<file path="config.mk">
export PLATFORM = sky130hd
export DESIGN_NAME = region_boundary_allocator
export DESIGN_NICKNAME = d
export VERILOG_FILES = /design/src/common/region_boundary_command_pkg.sv /design/src/core/region_boundary_allocator.sv
export VERILOG_INCLUDE_DIRS = /design/src /design/src/common
export SDC_FILE = /design/constraint.sdc
export NUM_CORES = 1
export LEC_CHECK = 0
export BUFFER_PORTS_ARGS = -buffer_cell sky130_fd_sc_hd__buf_2
export CORE_UTILIZATION = 57
export CTS_CLUSTER_DIAMETER = 100
export DETAILED_ROUTE_END_ITERATION = 8
export GPL_TIMING_DRIVEN = 1
export PLACE_DENSITY = 0.76
export SETUP_SLACK_MARGIN = 0.1
export SLEW_MARGIN = 10
export SYNTH_ARGS = -nofsm -noshare
export SYNTH_HDL_FRONTEND = slang
export SYNTH_SLANG_ARGS = --single-unit
</file>
<file path="constraint.sdc">
create_clock -name pclk -period 11.81 [get_ports pclk]
set_input_delay 0.5905 -clock pclk [delete_from_list [all_inputs] [get_ports pclk]]
set_output_delay 0.5905 -clock pclk [all_outputs]
set_load 0.02 [all_outputs]
</file>
<file path="src/common/region_boundary_command_regs.svh">
// register map, command encoding and reset values of the region boundary allocator
// assumes a 32-bit apb slave with byte addresses, one aligned word per register
`ifndef REGION_BOUNDARY_REGS_SVH
`define REGION_BOUNDARY_REGS_SVH

`define OFS_CMD_HDR      8'h00
`define OFS_PIPE_CTRL    8'h04
`define OFS_STATUS       8'h08
`define OFS_CAPACITY     8'h0c
`define OFS_FENCE_BASE   8'h10
`define OFS_REGION_BASE  8'h30
`define OFS_STRIDE       8'h04

`define HDR_TYPE_HI      31
`define HDR_TYPE_LO      29
`define HDR_SUBTYPE_HI   28
`define HDR_SUBTYPE_LO   27
`define HDR_OPC_HI       26
`define HDR_OPC_LO       24
`define HDR_SUBOPC_HI    23
`define HDR_SUBOPC_LO    16
`define HDR_ZERO_HI      15
`define HDR_ZERO_LO      14
`define HDR_REQ_HI       13
`define HDR_REQ_LO       9

`define CMD_TYPE_VAL     3'h3
`define CMD_SUBTYPE_VAL  2'h0
`define CMD_OPC_VAL      3'h0
`define CMD_SUBOPC_VAL   8'h00
`define ZERO_FIELD_VAL   2'h0

`define NUM_UNITS        6
`define SLOT_VS          0
`define SLOT_GEOM        1
`define SLOT_TRIM        2
`define SLOT_STRIP       3
`define SLOT_VIDEO       4
`define SLOT_CS          5
`define ACTIVE_3D        6'h2f
`define ACTIVE_MEDIA     6'h30

`define ST_BUSY          0
`define ST_ERR           1
`define ST_CONST         2
`define ST_PIPE          3
`define ST_REQ_LO        8
`define REGION_END_LO    16

`define RST_WORD         32'h0000_0000
`define RST_MASK         6'h00
`define CAPACITY_DEF     1024

`endif

</file>
<file path="src/common/region_boundary_command_pkg.sv">
// types shared by the region boundary allocator
// assumes the register map header is compiled alongside
package region_boundary_command_pkg;

  typedef enum logic [1:0] {
    ST_IDLE   = 2'h0,
    ST_DECODE = 2'h1,
    ST_APPLY  = 2'h3
  } fsm_state_t;

  typedef enum logic {
    PIPE_3D    = 1'h0,
    PIPE_MEDIA = 1'h1
  } graphics_pipe_type_t;

endpackage

</file>
<file path="src/core/region_boundary_allocator.sv">
// region boundary command decoder and unified return buffer allocator, apb slave
// assumes apb master on pclk, context_switch and constant_load are one-cycle pulses
// Functional notes
// - all boundaries are pointers counted in 512-bit allocation units.
// - a unit's fence is the first address after its region.
// - a region starts at the previous active unit's fence, ends at its own.
// - the first unit in the order starts at address zero.
// - nothing at or above the command streamer fence is ever allocated.
// - equal fences give a unit no storage; issuer must disable that unit.
// - layout follows the selected pipe; fences of the other pipe are ignored.
// - buffer capacity is 256, 384 or 1024 units per variant.
// - fence changes move boundaries only; stored data is never copied.
// - command is type 3h, subtype 0h, opcode 0h, sub-opcode 00h, bits 15:14 zero.
// - header bit 13 reallocates the command streamer's entries.
// - streamer reallocation invalidates constant entries until reloaded.
// - bits 12..9 reallocate video front, strip fan, trim, geometry stages.
// - context switches reallocate every active unit without a request bit.
// - all selected-pipe fences are applied whether or not reallocation is asked.
`timescale 1ns/1ns
`include "region_boundary_command_regs.svh"

module region_boundary_allocator #(
  parameter int CAPACITY = `CAPACITY_DEF,
  parameter int PTR_W    = $clog2(CAPACITY) + 1
) (
  input  wire logic                                 pclk,
  input  wire logic                                 presetn,
  input  wire logic                                 psel,
  input  wire logic                                 penable,
  input  wire logic                                 pwrite,
  input  wire logic [7:0]                           paddr,
  input  wire logic [31:0]                          pwdata,
  input  wire logic                                 context_switch,
  input  wire logic                                 constant_load,
  output logic [31:0]                               prdata,
  output logic                                      pready,
  output logic                                      pslverr,
  output logic [`NUM_UNITS-1:0][PTR_W-1:0]          region_start,
  output logic [`NUM_UNITS-1:0][PTR_W-1:0]          region_end,
  output logic [`NUM_UNITS-1:0]                     unit_empty,
  output logic [`NUM_UNITS-1:0]                     realloc_pulse,
  output logic                                      constant_valid,
  output logic [PTR_W-1:0]                          usable_limit
);

  localparam int N = `NUM_UNITS;
  localparam logic [PTR_W-1:0] CAP_PTR = PTR_W'(CAPACITY);

  region_boundary_command_pkg::fsm_state_t           state_reg;
  region_boundary_command_pkg::graphics_pipe_type_t  pipe_reg;
  logic [31:0]                         hdr_reg;
  logic                                cmd_error_reg;
  logic [N-1:0]                        last_req_reg;
  logic [PTR_W-1:0]                    fence_stage [N];
  logic [PTR_W-1:0]                    fence_applied [N];
  logic [PTR_W-1:0]                    chain [N+1];
  logic [PTR_W-1:0]                    end_next [N];
  logic [N-1:0]                        active;
  logic [N-1:0]                        req_mask;
  logic [N-1:0]                        realloc_next;
  logic                                hdr_ok;
  logic                                busy;
  logic                                access;
  logic                                fire;
  logic                                hdr_hit;
  logic                                pready_next;
  logic [31:0]                         rdata_next;
  logic                                err_next;
  logic                                context_switch_q;

  assign busy    = (state_reg != region_boundary_command_pkg::ST_IDLE);
  assign access  = psel && penable;
  assign fire    = access && pready;
  assign hdr_hit = (paddr == `OFS_CMD_HDR);

  // a header write while a command is still in flight is held off, not dropped
  assign pready_next = access && !pready && !(pwrite && hdr_hit && busy);

  assign active = (pipe_reg == region_boundary_command_pkg::PIPE_MEDIA) ? `ACTIVE_MEDIA : `ACTIVE_3D;

  assign hdr_ok = (hdr_reg[`HDR_TYPE_HI:`HDR_TYPE_LO] == `CMD_TYPE_VAL)
               && (hdr_reg[`HDR_SUBTYPE_HI:`HDR_SUBTYPE_LO] == `CMD_SUBTYPE_VAL)
               && (hdr_reg[`HDR_OPC_HI:`HDR_OPC_LO] == `CMD_OPC_VAL)
               && (hdr_reg[`HDR_SUBOPC_HI:`HDR_SUBOPC_LO] == `CMD_SUBOPC_VAL)
               && (hdr_reg[`HDR_ZERO_HI:`HDR_ZERO_LO] == `ZERO_FIELD_VAL);

  assign req_mask = {hdr_reg[`HDR_REQ_HI:`HDR_REQ_LO], 1'b0};

  assign realloc_next = ((state_reg == region_boundary_command_pkg::ST_APPLY) ? (req_mask & active) : `RST_MASK)
                      | (context_switch ? active : `RST_MASK);

  assign chain[0] = '0;

  genvar g;
  generate
    for (g = 0; g < N; g++) begin : g_unit
      // exclusive ends, clamped to capacity and to the region start
      always_comb begin
        end_next[g] = (fence_applied[g] > CAP_PTR) ? CAP_PTR : fence_applied[g];
        if (!active[g] || end_next[g] < chain[g]) begin
          end_next[g] = chain[g];
        end
      end
      assign chain[g+1] = end_next[g];

      always_ff @(posedge pclk or negedge presetn) begin
        if (!presetn) begin
          fence_applied[g] <= '0;
        end else if (state_reg == region_boundary_command_pkg::ST_APPLY && active[g]) begin
          fence_applied[g] <= fence_stage[g];
        end
      end

      always_ff @(posedge pclk or negedge presetn) begin
        if (!presetn) begin
          fence_stage[g] <= '0;
        end else if (fire && pwrite
                     && paddr == 8'(`OFS_FENCE_BASE + g * `OFS_STRIDE)) begin
          fence_stage[g] <= pwdata[PTR_W-1:0];
        end
      end

      // only boundaries move, no data is touched
      always_ff @(posedge pclk or negedge presetn) begin
        if (!presetn) begin
          region_start[g] <= '0;
          region_end[g]   <= '0;
          unit_empty[g]   <= 1'b1;
        end else begin
          region_start[g] <= chain[g];
          region_end[g]   <= end_next[g];
          unit_empty[g]   <= (end_next[g] == chain[g]);
        end
      end
    end
  endgenerate

  always_ff @(posedge pclk or negedge presetn) begin
    if (!presetn) begin
      usable_limit <= '0;
    end else begin
      usable_limit <= chain[N];
    end
  end

  always_ff @(posedge pclk or negedge presetn) begin
    if (!presetn) begin
      state_reg <= region_boundary_command_pkg::ST_IDLE;
    end else begin
      case (state_reg)
        region_boundary_command_pkg::ST_IDLE: begin
          if (fire && pwrite && hdr_hit) begin
            state_reg <= region_boundary_command_pkg::ST_DECODE;
          end
        end
        region_boundary_command_pkg::ST_DECODE: begin
          state_reg <= hdr_ok ? region_boundary_command_pkg::ST_APPLY : region_boundary_command_pkg::ST_IDLE;
        end
        default: begin
          state_reg <= region_boundary_command_pkg::ST_IDLE;
        end
      endcase
    end
  end

  always_ff @(posedge pclk or negedge presetn) begin
    if (!presetn) begin
      hdr_reg <= `RST_WORD;
    end else if (fire && pwrite && hdr_hit) begin
      hdr_reg <= pwdata;
    end
  end

  always_ff @(posedge pclk or negedge presetn) begin
    if (!presetn) begin
      cmd_error_reg <= 1'b0;
    end else if (state_reg == region_boundary_command_pkg::ST_DECODE) begin
      cmd_error_reg <= !hdr_ok;
    end
  end

  always_ff @(posedge pclk or negedge presetn) begin
    if (!presetn) begin
      pipe_reg <= region_boundary_command_pkg::PIPE_3D;
    end else if (fire && pwrite && paddr == `OFS_PIPE_CTRL) begin
      pipe_reg <= region_boundary_command_pkg::graphics_pipe_type_t'(pwdata[0]);
    end
  end

  always_ff @(posedge pclk or negedge presetn) begin
    if (!presetn) begin
      realloc_pulse <= `RST_MASK;
      last_req_reg  <= `RST_MASK;
    end else begin
      realloc_pulse <= realloc_next;
      if (realloc_next != `RST_MASK) begin
        last_req_reg <= realloc_next;
      end
    end
  end

  // streamer realloc drops constants; a load in the same cycle wins
  always_ff @(posedge pclk or negedge presetn) begin
    if (!presetn) begin
      constant_valid <= 1'b0;
    end else if (constant_load) begin
      constant_valid <= 1'b1;
    end else if (realloc_next[`SLOT_CS]) begin
      constant_valid <= 1'b0;
    end
  end

  always_comb begin
    rdata_next = `RST_WORD;
    err_next   = 1'b0;
    case (paddr)
      `OFS_CMD_HDR:   rdata_next = hdr_reg;
      `OFS_PIPE_CTRL: rdata_next = {31'h0, pipe_reg};
      `OFS_CAPACITY:  rdata_next = 32'(CAPACITY);
      `OFS_STATUS: begin
        rdata_next[`ST_BUSY]  = busy;
        rdata_next[`ST_ERR]   = cmd_error_reg;
        rdata_next[`ST_CONST] = constant_valid;
        rdata_next[`ST_PIPE]  = pipe_reg;
        rdata_next[`ST_REQ_LO +: N] = last_req_reg;
      end
      default: begin
        err_next = 1'b1;
        for (int i = 0; i < N; i++) begin
          if (paddr == 8'(`OFS_FENCE_BASE + i * `OFS_STRIDE)) begin
            rdata_next = 32'(fence_stage[i]);
            err_next   = 1'b0;
          end
          if (paddr == 8'(`OFS_REGION_BASE + i * `OFS_STRIDE)) begin
            rdata_next[PTR_W-1:0] = region_start[i];
            rdata_next[`REGION_END_LO +: PTR_W] = region_end[i];
            err_next   = pwrite;
          end
        end
      end
    endcase
    if (pwrite && (paddr == `OFS_STATUS || paddr == `OFS_CAPACITY)) begin
      err_next = 1'b1;
    end
  end

  // slave answers on the second access cycle, later only behind a busy header write
  always_ff @(posedge pclk or negedge presetn) begin
    if (!presetn) begin
      pready  <= 1'b0;
      pslverr <= 1'b0;
      prdata  <= `RST_WORD;
    end else begin
      pready  <= pready_next;
      pslverr <= pready_next && err_next;
      prdata  <= (pready_next && !pwrite) ? rdata_next : `RST_WORD;
    end
  end

  initial begin
    cap_variant_a: assert (CAPACITY == 256 || CAPACITY == 384 || CAPACITY == 1024)
      else $error("capacity is not a supported variant");
  end

  // switch pulse delayed one cycle, so the refused-header check can allow for it
  always_ff @(posedge pclk or negedge presetn) begin
    if (!presetn) begin
      context_switch_q <= 1'b0;
    end else begin
      context_switch_q <= context_switch;
    end
  end
endmodule

</file>
==> results.md <==
- The count of buffers added on input and output ports is 225.
- The first global-routing pass estimated roughly 74 mm of wire.
- Yosys printed 0 warnings.
- The shortest clock period the worst path allows after layout is roughly 11000 ps.
- Cells fill roughly two thirds of the core in the end.
- In the global route stage, overall resource usage came out at a little under two fifths.
- The worst path uses approximately 90% of the clock period.
- Counting cells, the worst reg-to-reg path comes to 42.
- The number of placement rows is between 50 and 60.
- The cell at the slowest stage of the critical path is sky130_fd_sc_hd__nor4_2.
- The core region is 25300 um^2.
- The detailed-routing iteration count for the pre-antenna-repair pass is 8.
- Broken down by cell family, the worst path's largest delay share belongs to compound AO/OA/AOI/OAI gates.
- For the pin with the worst max-slew slack, the measured transition is around 1100 ps.
- The vertical die dimension is around 160 um.
- The share of total power dissipated in combinational logic is ~2.7%.
- The post-detailed-placement cell area is 15700 um^2.
- Averaged over all synthesized cells, the footprint is roughly 10 um^2.
- VDD sags by at most between 100 and 150 uV.
- The clock latency on the worst-skew pair is around 580 ps.
- TritonCTS built the clock tree.
- Summed over all nets, the switching power comes to 0.000457 W.
- The leading area contributor after synthesis is sky130_fd_sc_hd__dfrtp_1.
- After clock tree synthesis, the clock-pin slew on the worst setup and hold paths is roughly 70 ps.
- In this run the horizontal extent of the chip is roughly 160 um.
- Once detail routing completed, the nets flagged for antenna violations numbered 0.
- In this run the worst hold path is classified as input port to async pin.
- The initial antenna violation count came to 0.
- The number of enable-type register cells in the synthesized netlist is 0.
- The largest buffer count on any clock path is 3.
- The number of hold-slack violations in the final timing report is 0.
- The number of distinct standard cells referenced by the synthesized netlist is between 70 and 80.
- The area growth from synthesis to layout is 14.2%.
- The number of global-route vias before repair is between 10000 and 15000.
- After synthesis, the most frequently instantiated cells are 281 x sky130_fd_sc_hd__dfrtp_1, 187 x sky130_fd_sc_hd__nand2_1, 124 x sky130_fd_sc_hd__mux2_2.
- The final standard cell area without fillers is roughly 17000 um^2.
- The setup slack at placement is a little over 600 ps.
- The largest registers in the layout are fence_applied (66), fence_stage (66), region_start (55).
- After synthesis, the cell types taking the most area are sky130_fd_sc_hd__dfrtp_1 48%, sky130_fd_sc_hd__mux2_2 9.4%, sky130_fd_sc_hd__nand2_1 4.7%, sky130_fd_sc_hd__ha_1 4.2%, sky130_fd_sc_hd__buf_4 4.0%.
- The gate count after technology mapping is approximately 1400.
- The die area is 26600 um^2.
- Summing all multi-input logic gate instances after layout gives around 6500 um^2.
- The highest clock rate is between 0.09 and 0.1 GHz.
- Setup repair after global routing left no endpoint under its margin.
- The register cell area after layout is approximately 7000 um^2.
- The largest single stage delay on the critical path is ~450 ps.
- The most common cell in the netlist is sky130_fd_sc_hd__dfrtp_1.
- The tightest hold path in the finished design has a slack of between 15 and 20 ps.
- In this run the tightest slew margin relative to its limit is a little over a quarter.
- The flip-flop cell with the highest count after synthesis is sky130_fd_sc_hd__dfrtp_1.
- In the final design database the tool counted ~1700 nets.
- CTS built an H-tree with a depth of 1.
- The antenna cell count is 0.
- The clock skew after layout is roughly 26 ps.
- The setup violation total in the final timing report is 0.
- The master cell of the clock root buffer is sky130_fd_sc_hd__clkbuf_16.
- The via count is about 12000.
- The cell area that synthesis handed to floorplanning was around 15000 um^2.
- The largest driver fanout on the critical path is 13.
- Setup slack on the critical path of the routed design comes to between 1000 and 1500 ps.
- The worst setup path is launched from a flop.
- The share of total power dissipated in the clock network is between 50% and 60%.
- The area fraction of the dominant cell type after synthesis is a little under half.
- The I/O pin count is ~240.
- The number of cells on the critical path is 42.
- Routability-driven placement finished with a final weighted congestion of about 1.
- The required time of the critical path is between 10000 and 15000 ps.
- The wire-length estimate of the detail-placed layout is around 37 mm.
- Counting the buffers created by CTS gives 30.
- The internal portion of the total power is around 0.0016 W.
- The critical path contains buffers and inverters numbering 6 combined.
- In this run the static leakage power is 9.08 nW.
- The clock drives 287 sinks.
- STA classifies the critical path endpoint as a flop.
- Counting flops with an async set or reset pin after synthesis yields a share of 100%.
- The fill cell instance count of the final layout is 2025.
- Max-cap violations in this run came to 0.
- The share of the yosys chip area belonging to registers is 48.6%.
- The detail-routed net length per standard cell is about 26 um.
- The net switching fraction of the power is between 20% and 30%.
- The arrival time of data at the critical path endpoint is 11130 ps.
- The run finished with clean final reports.
- The category of the critical setup timing path is flop to flop.
- The effective utilization at floorplan is around three fifths.
- The number of design rule violations left after detail routing is 0.
- The ratio of routed vias to standard cells is approximately 6.4.
- The layout cell share with drive strength beyond 1 is just under 30%.
- The sequential fraction of design power is 47.1%.
- The total negative slack is 0 ps.
- Global routing finished with a remaining overflow of 0.
- Entering global routing, the biggest net connects 87 pins.
- For this design the ratio of total power to cell area is 124 nW/um^2.
- The wire length reported by the detailed router is ~50 mm.
- The first routing iteration left 1908 violations.
- Counting flops and latches in the post-synthesis netlist gives around 290.
- The max-slew violation count was 0.
## power by group through the flow
stage	clock network (W)	logic [W]	registers [W]
finish	0.00106	0.0000562	0.000988
global route	0.00110	0.0000609	0.000988
CTS	0.00106	0.0000556	0.000988
detailed placement	0	0.0000553	0.00101
global placement	0	0.0000547	0.00101
floorplan	0	0.0000158	0.00101
## repair_timing
| action | 4_1_cts | 5_1_grt |
|---|---|---|
| hold buffers | 0 | 0 |
| setup endpoints to repair | 0 | 12 |
| resized for setup | 0 | 3 |
| hold endpoints to repair | 0 | 0 |
| setup buffers | 0 | 3 |
## routing by layer
metal,GRT usage (%),part of all wire (%),up-vias
met3,8.10,11,146
li1,-,-,5272
met2,57.4,44,753
met4,14.6,4.5,0
met1,53.5,40,6144
met5,0,0,-
## cell usage in the layout (no fill, tap or decap), drive strengths merged, types with 10 or more instances in the layout
cell / instances
xnor2: 18
a22o: 10
a222oi: 29
nor2b: 42
a221oi: 13
a21oi: 59
nor3: 12
a31oi: 25
clkbuf: 38
buf: 253
nor2: 65
a22oi: 38
inv: 87
a211oi: 12
conb: 11
o21ai: 46
mux2i: 20
and3: 10
a21o: 20
mux2: 125
dfrtp: 281
nand3: 21
nor4: 16
ha: 50
nand4: 12
nand2: 187
## cell families after synthesis
logic type               count (synthesis)  share of synthesized area (%)
AO/OA/AOI/OAI                          298                           14.5
flip-flops                             287                           48.6
XOR/XNOR                                24                           1.42
multiplexers                           145                           11.3
adder cells (fa/ha/maj)                 50                           4.23
buffers and inverters                  227                           7.85
other                                    1                         0.0253
AND/OR/NAND/NOR                        389                           12.1
## through the flow
stage,total power [W],instances
after floorplan,0.00102,1431
after global placement,0.00106,1870
after detailed placement,0.00106,1870
after CTS,0.00210,1923
after global routing,0.00215,1926
final,0.00210,1926
## cell type report
cell class	count	area share (%)
Clock buffer	38	5.09
Clock inverter	15	1.48
Inverter	86	1.91
Multi-Input combinational cell	917	38.6
Sequential cell	287	42.6
Tap cell	330	2.44
Timing Repair Buffer	253	7.97
## worst paths after layout
kind / from / end / slack [ps]
max: fence_applied[55] / usable_limit[6] / 1140
min: presetn / region_start[51] / 20
max reg2reg: fence_applied[55] / usable_limit[6] / 1140
min reg2reg: fence_applied[31] / fence_applied[31] / 480
max in group asynchronous: presetn / fence_applied[13] / 10230
min in group pclk: constant_load / constant_valid / 210
Note: power is estimated with default switching activity, not from simulation.
